## src/design/ospt_pkg.sv

```systemverilog
// constants for the oscillator select and crystal to pll translation block
// assumes a 32-bit avalon-mm slave with byte addresses
package ospt_pkg;

    // register byte offsets
    localparam logic [7:0] OSPT_RUN_MODE_CLOCK_CONFIG_OFS = 8'h60;
    localparam logic [7:0] OSPT_CRYSTAL_TO_PLL_TRANSLATION_OFS = 8'h64;

    // run_mode_clock_config field positions
    localparam int OSPT_CRYSTAL_SELECT_LSB = 6;
    localparam int OSPT_CRYSTAL_SELECT_W = 4;
    localparam int OSPT_SRC_LSB = 4;
    localparam int OSPT_SRC_W = 2;
    localparam int OSPT_INTERNAL_OSCILLATOR_DIS_BIT = 1;
    localparam int OSPT_MOSC_DIS_BIT = 0;

    // run_mode_clock_config reset values
    localparam logic [3:0] OSPT_CRYSTAL_SELECT_RST = 4'hB;
    localparam logic [1:0] OSPT_SRC_RST = 2'h1;
    localparam logic OSPT_INTERNAL_OSCILLATOR_DIS_RST = 1'b0;
    localparam logic OSPT_MOSC_DIS_RST = 1'b1;

    // crystal_to_pll_translation field positions
    localparam int OSPT_F_LSB = 5;
    localparam int OSPT_F_W = 9;
    localparam int OSPT_R_LSB = 0;
    localparam int OSPT_R_W = 5;

    // lowest crystal code usable with the pll
    localparam logic [3:0] OSPT_CRYSTAL_SELECT_PLL_MIN = 4'h4;

    // oscillator source encodings
    typedef enum logic [1:0] {
        OSPT_SRC_MAIN = 2'h0,
        OSPT_SRC_INT = 2'h1,
        OSPT_SRC_INT_DIV4 = 2'h2,
        OSPT_SRC_INT_30K = 2'h3
    } ospt_src_t;

endpackage

```

## src/design/ospt_crystal_select_lut.sv

```systemverilog
// crystal code to pll feedback and reference divider lookup
// assumes vco = crystal * (f + 1) / (r + 1), nominal 400 mhz
`timescale 1ns/1ps
module ospt_crystal_select_lut (
    input wire logic [3:0] crystal_select_i,
    output logic [8:0] fb_o,
    output logic [4:0] ref_o
);

    // codes below the pll minimum have no valid setting, give zero
    always_comb begin
        fb_o = 9'h000;
        ref_o = 5'h00;
        unique case (crystal_select_i)
            4'h4: begin fb_o = 9'h1BE; ref_o = 5'h03; end // 3.579545 mhz, x447/4
            4'h5: begin fb_o = 9'h1B1; ref_o = 5'h03; end // 3.6864 mhz, x434/4
            4'h6: begin fb_o = 9'h18F; ref_o = 5'h03; end // 4 mhz, x400/4
            4'h7: begin fb_o = 9'h186; ref_o = 5'h03; end // 4.096 mhz, x391/4
            4'h8: begin fb_o = 9'h196; ref_o = 5'h04; end // 4.9152 mhz, x407/5
            4'h9: begin fb_o = 9'h18F; ref_o = 5'h04; end // 5 mhz, x400/5
            4'hA: begin fb_o = 9'h186; ref_o = 5'h04; end // 5.12 mhz, x391/5
            4'hB: begin fb_o = 9'h18F; ref_o = 5'h05; end // 6 mhz, x400/6
            4'hC: begin fb_o = 9'h186; ref_o = 5'h05; end // 6.144 mhz, x391/6
            4'hD: begin fb_o = 9'h1B1; ref_o = 5'h07; end // 7.3728 mhz, x434/8
            4'hE: begin fb_o = 9'h18F; ref_o = 5'h07; end // 8 mhz, x400/8
            4'hF: begin fb_o = 9'h186; ref_o = 5'h07; end // 8.192 mhz, x391/8
            default: begin fb_o = 9'h000; ref_o = 5'h00; end
        endcase
    end

endmodule // ospt_crystal_select_lut

```

## src/design/ospt_avmm_slave.sv

```systemverilog
// avalon-mm handshake: one wait cycle, then the access completes
// assumes the master holds read or write until waitrequest is low
`timescale 1ns/1ps
module ospt_avmm_slave (
    input wire logic sys_clk_i,
    input wire logic rstn_i,
    input wire logic avs_read_i,
    input wire logic avs_write_i,
    output logic avs_waitrequest_o,
    output logic first_o,
    output logic done_o
);

    typedef struct packed {
        logic ack;
    } ospt_slv_state_t;

    ospt_slv_state_t s_q;
    ospt_slv_state_t s_d;
    logic req;

    // first cycle prepares read data, second cycle completes
    always_comb begin
        req = avs_read_i | avs_write_i;
        s_d = s_q;
        s_d.ack = req & ~s_q.ack;
        avs_waitrequest_o = req & ~s_q.ack;
        first_o = req & ~s_q.ack;
        done_o = req & s_q.ack;
    end

    // ack state
    always_ff @(posedge sys_clk_i or negedge rstn_i) begin
        if (!rstn_i) begin
            s_q <= '0;
        end else begin
            s_q <= s_d;
        end
    end

endmodule // ospt_avmm_slave

```

## src/design/ospt_osc_select.sv

```systemverilog
// oscillator source select, oscillator enables and crystal to pll translation
// assumes avalon-mm master on sys_clk_i; analog pll and oscillators read the outputs
`timescale 1ns/1ps
// What this block does
// two-bit source field picks main, internal, internal/4 or 30 khz; resets internal
// software picks internal/4, not plain internal, when the internal oscillator feeds pll
// internal oscillator disable bit 1 resets 0; 1 stops the oscillator
// main oscillator disable bit 0 resets 1; 0 enables, 1 disables
// translation register is loaded at reset and is read only
// translation is recomputed whenever the crystal field changes
// translation bits 13:5 hold the feedback multiplier driven to the pll
// translation bits 4:0 hold the reference divider; bits 31:14 read zero
// crystal field bits 9:6 resets 0xB; only codes 0x4 up are pll-valid
// feedback and reference come from a fixed table indexed by crystal code
module ospt_osc_select (
    input wire logic sys_clk_i,
    input wire logic rstn_i,
    input wire logic [7:0] avs_address_i,
    input wire logic avs_read_i,
    input wire logic avs_write_i,
    input wire logic [31:0] avs_writedata_i,
    input wire logic [3:0] avs_byteenable_i,
    output logic [31:0] avs_readdata_o,
    output logic avs_waitrequest_o,
    output logic [1:0] clock_source_select_o,
    output logic internal_osc_enable_o,
    output logic main_osc_enable_o,
    output logic [8:0] pll_feedback_mult_o,
    output logic [4:0] pll_ref_div_o,
    output logic crystal_pll_valid_o
);

    typedef struct packed {
        logic [3:0] crystal_select;
        logic [1:0] src;
        logic internal_oscillator_dis;
        logic mosc_dis;
        logic [8:0] fb;
        logic [4:0] rdiv;
        logic [3:0] crystal_select_seen;
        logic [31:0] rdata;
    } ospt_state_t;

    localparam logic [8:0] FB_RST = 9'h18F; // table entry for crystal code 0xB
    localparam logic [4:0] RDIV_RST = 5'h05;

    ospt_state_t s_q;
    ospt_state_t s_d;
    logic first;
    logic done;
    logic [8:0] lut_fb;
    logic [4:0] lut_rdiv;
    logic [31:0] cfg_word;
    logic [31:0] pll_word;
    logic [31:0] be_mask;
    logic [31:0] wr_word;

    ospt_avmm_slave u_slave (
        .sys_clk_i(sys_clk_i),
        .rstn_i(rstn_i),
        .avs_read_i(avs_read_i),
        .avs_write_i(avs_write_i),
        .avs_waitrequest_o(avs_waitrequest_o),
        .first_o(first),
        .done_o(done)
    );

    // fixed table, nominal vco for every supported crystal
    ospt_crystal_select_lut u_lut (
        .crystal_select_i(s_q.crystal_select),
        .fb_o(lut_fb),
        .ref_o(lut_rdiv)
    );

    // next state: register writes, translation update, read data capture
    always_comb begin
        s_d = s_q;
        // register images, unlisted bits read zero
        cfg_word = '0;
        cfg_word[ospt_pkg::OSPT_CRYSTAL_SELECT_LSB +: ospt_pkg::OSPT_CRYSTAL_SELECT_W] = s_q.crystal_select;
        cfg_word[ospt_pkg::OSPT_SRC_LSB +: ospt_pkg::OSPT_SRC_W] = s_q.src;
        cfg_word[ospt_pkg::OSPT_INTERNAL_OSCILLATOR_DIS_BIT] = s_q.internal_oscillator_dis;
        cfg_word[ospt_pkg::OSPT_MOSC_DIS_BIT] = s_q.mosc_dis;
        pll_word = '0; // upper bits stay zero
        pll_word[ospt_pkg::OSPT_F_LSB +: ospt_pkg::OSPT_F_W] = s_q.fb;
        pll_word[ospt_pkg::OSPT_R_LSB +: ospt_pkg::OSPT_R_W] = s_q.rdiv;
        // byte enables merge new data into the old image
        be_mask = {{8{avs_byteenable_i[3]}}, {8{avs_byteenable_i[2]}},
                   {8{avs_byteenable_i[1]}}, {8{avs_byteenable_i[0]}}};
        wr_word = (cfg_word & ~be_mask) | (avs_writedata_i & be_mask);
        // read data captured in the wait cycle, stands while waitrequest is low
        if (first && avs_read_i) begin
            if (avs_address_i == ospt_pkg::OSPT_RUN_MODE_CLOCK_CONFIG_OFS) begin
                s_d.rdata = cfg_word;
            end else if (avs_address_i == ospt_pkg::OSPT_CRYSTAL_TO_PLL_TRANSLATION_OFS) begin
                s_d.rdata = pll_word;
            end else begin
                s_d.rdata = '0; // unmapped reads return zero
            end
        end
        // writes land at the completing edge; translation writes are dropped
        if (done && avs_write_i && avs_address_i == ospt_pkg::OSPT_RUN_MODE_CLOCK_CONFIG_OFS) begin
            s_d.crystal_select = wr_word[ospt_pkg::OSPT_CRYSTAL_SELECT_LSB +: ospt_pkg::OSPT_CRYSTAL_SELECT_W];
            s_d.src = wr_word[ospt_pkg::OSPT_SRC_LSB +: ospt_pkg::OSPT_SRC_W];
            s_d.internal_oscillator_dis = wr_word[ospt_pkg::OSPT_INTERNAL_OSCILLATOR_DIS_BIT];
            s_d.mosc_dis = wr_word[ospt_pkg::OSPT_MOSC_DIS_BIT];
        end
        // crystal change reloads translation one cycle after the write
        if (s_q.crystal_select != s_q.crystal_select_seen) begin
            s_d.fb = lut_fb;
            s_d.rdiv = lut_rdiv;
            s_d.crystal_select_seen = s_q.crystal_select;
        end
    end

    // state register; reset loads translation for the reset crystal code
    always_ff @(posedge sys_clk_i or negedge rstn_i) begin
        if (!rstn_i) begin
            s_q.crystal_select <= ospt_pkg::OSPT_CRYSTAL_SELECT_RST;
            s_q.src <= ospt_pkg::OSPT_SRC_RST;
            s_q.internal_oscillator_dis <= ospt_pkg::OSPT_INTERNAL_OSCILLATOR_DIS_RST;
            s_q.mosc_dis <= ospt_pkg::OSPT_MOSC_DIS_RST;
            s_q.fb <= FB_RST;
            s_q.rdiv <= RDIV_RST;
            s_q.crystal_select_seen <= ospt_pkg::OSPT_CRYSTAL_SELECT_RST;
            s_q.rdata <= '0;
        end else begin
            s_q <= s_d;
        end
    end

    // outputs to bus, oscillators and pll
    assign avs_readdata_o = s_q.rdata;
    assign clock_source_select_o = s_q.src;
    assign internal_osc_enable_o = ~s_q.internal_oscillator_dis;
    assign main_osc_enable_o = ~s_q.mosc_dis;
    assign pll_feedback_mult_o = s_q.fb;
    assign pll_ref_div_o = s_q.rdiv;
    // software must still pick internal/4 itself when the pll uses it
    assign crystal_pll_valid_o = (s_q.crystal_select >= ospt_pkg::OSPT_CRYSTAL_SELECT_PLL_MIN);

endmodule // ospt_osc_select

```

## config.mk

```make
export PLATFORM = sky130hd
export DESIGN_NAME = ospt_osc_select
export DESIGN_NICKNAME = d
export VERILOG_FILES = /design/src/design/ospt_pkg.sv /design/src/design/ospt_crystal_select_lut.sv /design/src/design/ospt_avmm_slave.sv /design/src/design/ospt_osc_select.sv
export SDC_FILE = /design/constraint.sdc
export NUM_CORES = 1
export LEC_CHECK = 0
export CORE_MARGIN = 2
export CORE_UTILIZATION = 28
export CTS_CLUSTER_DIAMETER = 80
export CTS_CLUSTER_SIZE = 24
export DETAILED_ROUTE_END_ITERATION = 8
export DONT_BUFFER_PORTS = 1
export PLACE_DENSITY_LB_ADDON = 0.05
export SLEW_MARGIN = 25
export SYNTH_ARGS = -nofsm -noshare
export SYNTH_HDL_FRONTEND = slang
export SYNTH_HIERARCHICAL = 1
export SYNTH_SLANG_ARGS = --single-unit
```

## constraint.sdc

```tcl
create_clock -name sys_clk_i -period 2.45 [get_ports sys_clk_i]
set_input_delay 0.245 -clock sys_clk_i [delete_from_list [all_inputs] [get_ports sys_clk_i]]
set_output_delay 0.245 -clock sys_clk_i [all_outputs]
set_load 0.03 [all_outputs]
```

## After elaboration in Yosys (flattened, before gate mapping)

Memory sizes are Yosys's and may differ from the RTL's. A register that Yosys moved wholly into a read port is not among the register bits.
Index checks and enable logic that the tools add are counted.
Widths: inputs -> output; s select.

| storage, ports and cells | value |
|---|---|
| output and inout port bits | 52 |
| memories kept | 1 |
| bits of input ports | 48 |
| ROM bits | 176 |
| bits in registers | 59 |
| logic and storage cells | 30 |

Memory list:

| memory | words | bits a word | read ports | clocked after Yosys merged registers in | write ports | line | RTL |
|---|---|---|---|---|---|---|---|
| (name not given) | 16 | 11 | 1 | 1 | 0 | ospt_crystal_select_lut.sv:14 | `unique case (crystal_select_i)` |

| cells by class | value |
|---|---|
| reduce and logical (&&, ||, !) cells | 4 |
| eq/ne operators | 3 |
| muxes and demuxes | 2 |
| bitwise operators | 10 |
| $lt $le $gt $ge | 1 |

Operators with widths:

| operator | count |
|---|---|
| $mux 14 | 2 |
| $and 10x10->10 | 2 |
| $eq 8x7->1 const B | 2 |
| $not 10->10 | 1 |
| $or 10x10->10 | 1 |
| $ge 4x3->1 const B | 1 |
| $ne 4x4->1 | 1 |
| $logic_and 1x1->1 | 3 |
| $not 1->1 | 3 |
| $and 1x1->1 | 2 |
| $logic_not 1->1 | 1 |
| $or 1x1->1 | 1 |

## Logic depth before layout (Yosys ltp)

| depth | value |
|---|---|
| depth in word-level cells | 4 |
| gate-level depth with buffers | 6 |
| depth with buffers taken out | 6 |

## Cells and area by module

Netlist, hierarchy kept.

Modules (own cells, without submodules):

| module | area an instance (µm²) | seq. area each (µm²) | cells an instance | instances |
|---|---|---|---|---|
| ospt_osc_select | 2075.7 | 1021.0 | 180 | 1 |
| ospt_crystal_select_lut | 203.9 | 0.0 | 29 | 1 |
| ospt_avmm_slave | 50.0 | 25.0 | 4 | 1 |

## Worst setup path before layout

No wires, ideal clock.

| timing path | value |
|---|---|
| path type | register to register |
| from | register u_slave.s_q |
| to | register s_q, in the netlist avs_readdata_o[10] |
| slack | 628 ps |
| required time | 2381 ps |
| cell stages (with the launch flop) | 6 |
| buffers on the path | 1 |
| setup time | 69 ps |
| arrival time | 1754 ps |
| period minus slack after synthesis | 1822 ps |
| cells stage by stage | dfrtp_1 o21ba_1 buf_4 nand4b_1 nor4_1 a22o_1 |

| on the way | value |
|---|---|
| cells in the longest elaborated chain, start to end | 3 |

Ends and longest elaborated chain:

| element | line | RTL |
|---|---|---|
| start: declaration | ospt_avmm_slave.sv:18 | `ospt_slv_state_t s_q;` |
| start signal: assignment | ospt_avmm_slave.sv:35 | `s_q <= '0;` |
| start signal: assignment | ospt_avmm_slave.sv:37 | `s_q <= s_d;` |
| $not 1->1 | - |  |
| $and 1x1->1 | - |  |
| via avs_waitrequest_o | ospt_osc_select.sv:24 | `output logic avs_waitrequest_o,` |
| $logic_and 1x1->1 | ospt_osc_select.sv:92 | `if (first && avs_read_i) begin` |
| end: declaration | ospt_osc_select.sv:47 | `ospt_state_t s_q;` |

The timed path passes the listed nets, and every way through them passes these cells.
A chain may end at the register's enable or synchronous reset.

==> reports/metrics.yaml <==
synth_compound_area_share_pct: 7.358
synth.area.mux_share_pct: 10.63
post-cts-setup-buffer-count: 0
fin_crit_ps: 1954
num-nets-final: 237
grt_pass1_wl_microns: 7824
grt_overflow_total: 0
synth_top_family_by_area: "buffers and inverters"
yosysTopAreaCell: "dfrtp_1"
fin_ws_ps: 496.1
grt_pass1_vias: 1328
antenna_found_initial: 0
fin_crit_sh_pct: 79.75
skew_ps: 6.750
n_fill_cell: 852
vdd_ir_drop_max_mv: 0.1870
grt_use_total_pct: 11.66
setup_tns_ps: 0
first_iter_violations: 28
hpwlAfterDp_microns: 3636
die_area_sq_mm: 0.009066
async_flop_share_pct: 100.0
hold_viol: 0
grt_max_degree: 42
maxCapViolCount: 0
synth-simple-area-share_pct: 11.39
cts_resized: 0
required_ps: 2630
cp.arrival_ps: 2140
rows: 33
grt_use_met3_pct: 5.534
avgSynthCellArea_sq_um: 10.94
wirelength_microns: 4988
globalRouteMet1Util_pct: 14.54
cts_max_level: 2
whs_ps: 100.2
cts_sinks: 41
root_buffer: "clkbuf_8"
synth-edff-count: 0
r2r_slack_ps: 500
p_leak_nw: 0.9786
firstDrtPassIters: 3
slew-limit-headroom_pct: 61.69
die_x_microns: 95.22
cts_max_path_buffers: 2
die_y_microns: 95.22
initial_utilization_pct: 28.64
busiest_layer: "met2"
vias: 1278
synth_cell_types: 34
synth_commonest_cells: "55 x buf_4, 25 x dfrtp_1, 22 x mux2_2"
avgViaCountPerCell: 4.407
synth.area.top_cells: "dfrtp_1 27%, dfstp_2 18%, buf_4 18%"
rsz0062_at_grt: "no"
timing.rr.end: "pll_feedback_mult_o[5]"
dp_slack_ps: 496.0
setup.worst_path.end_class: "register"
path_clk_slew_ps: 80
insertion_delay_ps: 290
antennaDiodeCount: 0
drc_errors: 0
worstSetupPathType: "register to register"
synth_warnings: 6
status: "finished, final reports clean"
synthAdderAreaFrac_pct: 2.685
dp.cells: 280
hp-start: "avs_writedata_i[1]"
coreArea_sq_mm: 0.008134
critical_path.max_fanout: 13
drive_above_1_share_pct: 30.81
synth_xor_area_share_pct: 1.504
hold_depth: 1
hold_path_class: "input pin to register"
setup_viol: 0
power_density_mw_per_mm2: 657.6
cp-start-kind: "register"
fmax_mhz: 511.8
syn_to_final_growth_pct: -2.094
cts_tree: "yes"
ys.flop_type: "dfrtp_1"
cts_buffers: 5
ioPinCount: 100
wl_per_cell_microns: 17.20
syn-instance-count: 213
met2_usage_pct: 18.02
gp_congestion: 0.7196
timing_max_transition_violations_final: 0
reg2regPathDepth: 4
synth_most_common_cell: "buf_4"
ys_seq_area_share_pct: 44.90
drtAntennaViolNets: 0
instances_no_fill: 290
worst_slew_pin_slew_ps: 573.3
io_buffers: 0
synth_seq_cells: 41
synth_top_area_share_pct: 26.85
syn_area_sq_mm: 0.002330
worst max-delay path by stage:
stage                                        end  depth (start not counted)        start  slack (ps)
after floorplan               avs_readdata_o[10]                          5  u_slave/s_q         630
after global placement    pll_feedback_mult_o[5]                          4     register         520
after detailed placement  pll_feedback_mult_o[5]                          4     register         500
after CTS                 pll_feedback_mult_o[5]                          4     register         470
after global routing      pll_feedback_mult_o[5]                          4     register         350
final                     pll_feedback_mult_o[5]                          4     register         500
cell families after synthesis:
| kind of cell | Yosys count |
|---|---|
| compound gates | 22 |
| xor+xnor | 4 |
| fa+ha+maj | 5 |
| buf+inv | 76 |
| flops | 41 |
| mux | 22 |
| other cells | 2 |
| simple gates | 41 |
cell type report:
type | instances | area, sq um | area share, %
clock buffers | 6 | 72.57 | 3.182
clock inverters | 2 | 35.03 | 1.536
inverters | 12 | 45.04 | 1.975
multi-input cells | 115 | 860.8 | 37.74
flip-flops and latches | 41 | 1046 | 45.86
well taps | 105 | 131.4 | 5.760
repair buffers | 9 | 90.09 | 3.950
timing repair:
action                                  4_1_cts  5_1_grt
endpoints found under the hold margin        41        0
endpoints found under the setup margin        0        0
hold buffers                                  2        0
power breakdown:
part	leakage (nW)	total [mW]	switching, mW	internal [mW]
Combinational	0.416	0.155	0.102	0.0527
Clock	0.0552	0.538	0.236	0.303
Sequential	0.507	0.807	0.0935	0.714
metal layers:
layer / vias up / routed length, microns
met5: - / 0
met2: 46 / 2391
met3: 4 / 468
met4: 0 / 42
li1: 588 / -
met1: 640 / 2085
critical path, cell delays in order (launching register included):
cell and delay, ps:
dfstp_2 670, xnor2_1 150, nand4_1 400, buf_4 350
mux2_2 270
layout by cell type (no fill, tap or decap), types with 2 or more instances in the layout:
cell type  count
mux2_2        22
o21ai_0        2
xnor2_1        4
conb_1        21
nand4_1        9
o211ai_1       8
nand2_1       14
a22o_1         7
dfstp_2       16
nor4_1         3
inv_1         12
nand3_1        3
buf_4          7
ha_1           5
dfrtp_1       25
clkbuf_8       5
nor2b_1        2
through the flow:
stage	util (%)	total power, mW	instance area, sq um
2_1_floorplan	-	0.9937	2401
3_3_place_gp	26.26	0.9542	2136
3_5_place_dp	26.26	0.9609	2136
4_1_cts	28.04	1.542	2281
5_1_grt	28.04	1.589	2281
6_report	28.04	1.500	2281
Note: power is estimated with default switching activity, not from simulation.
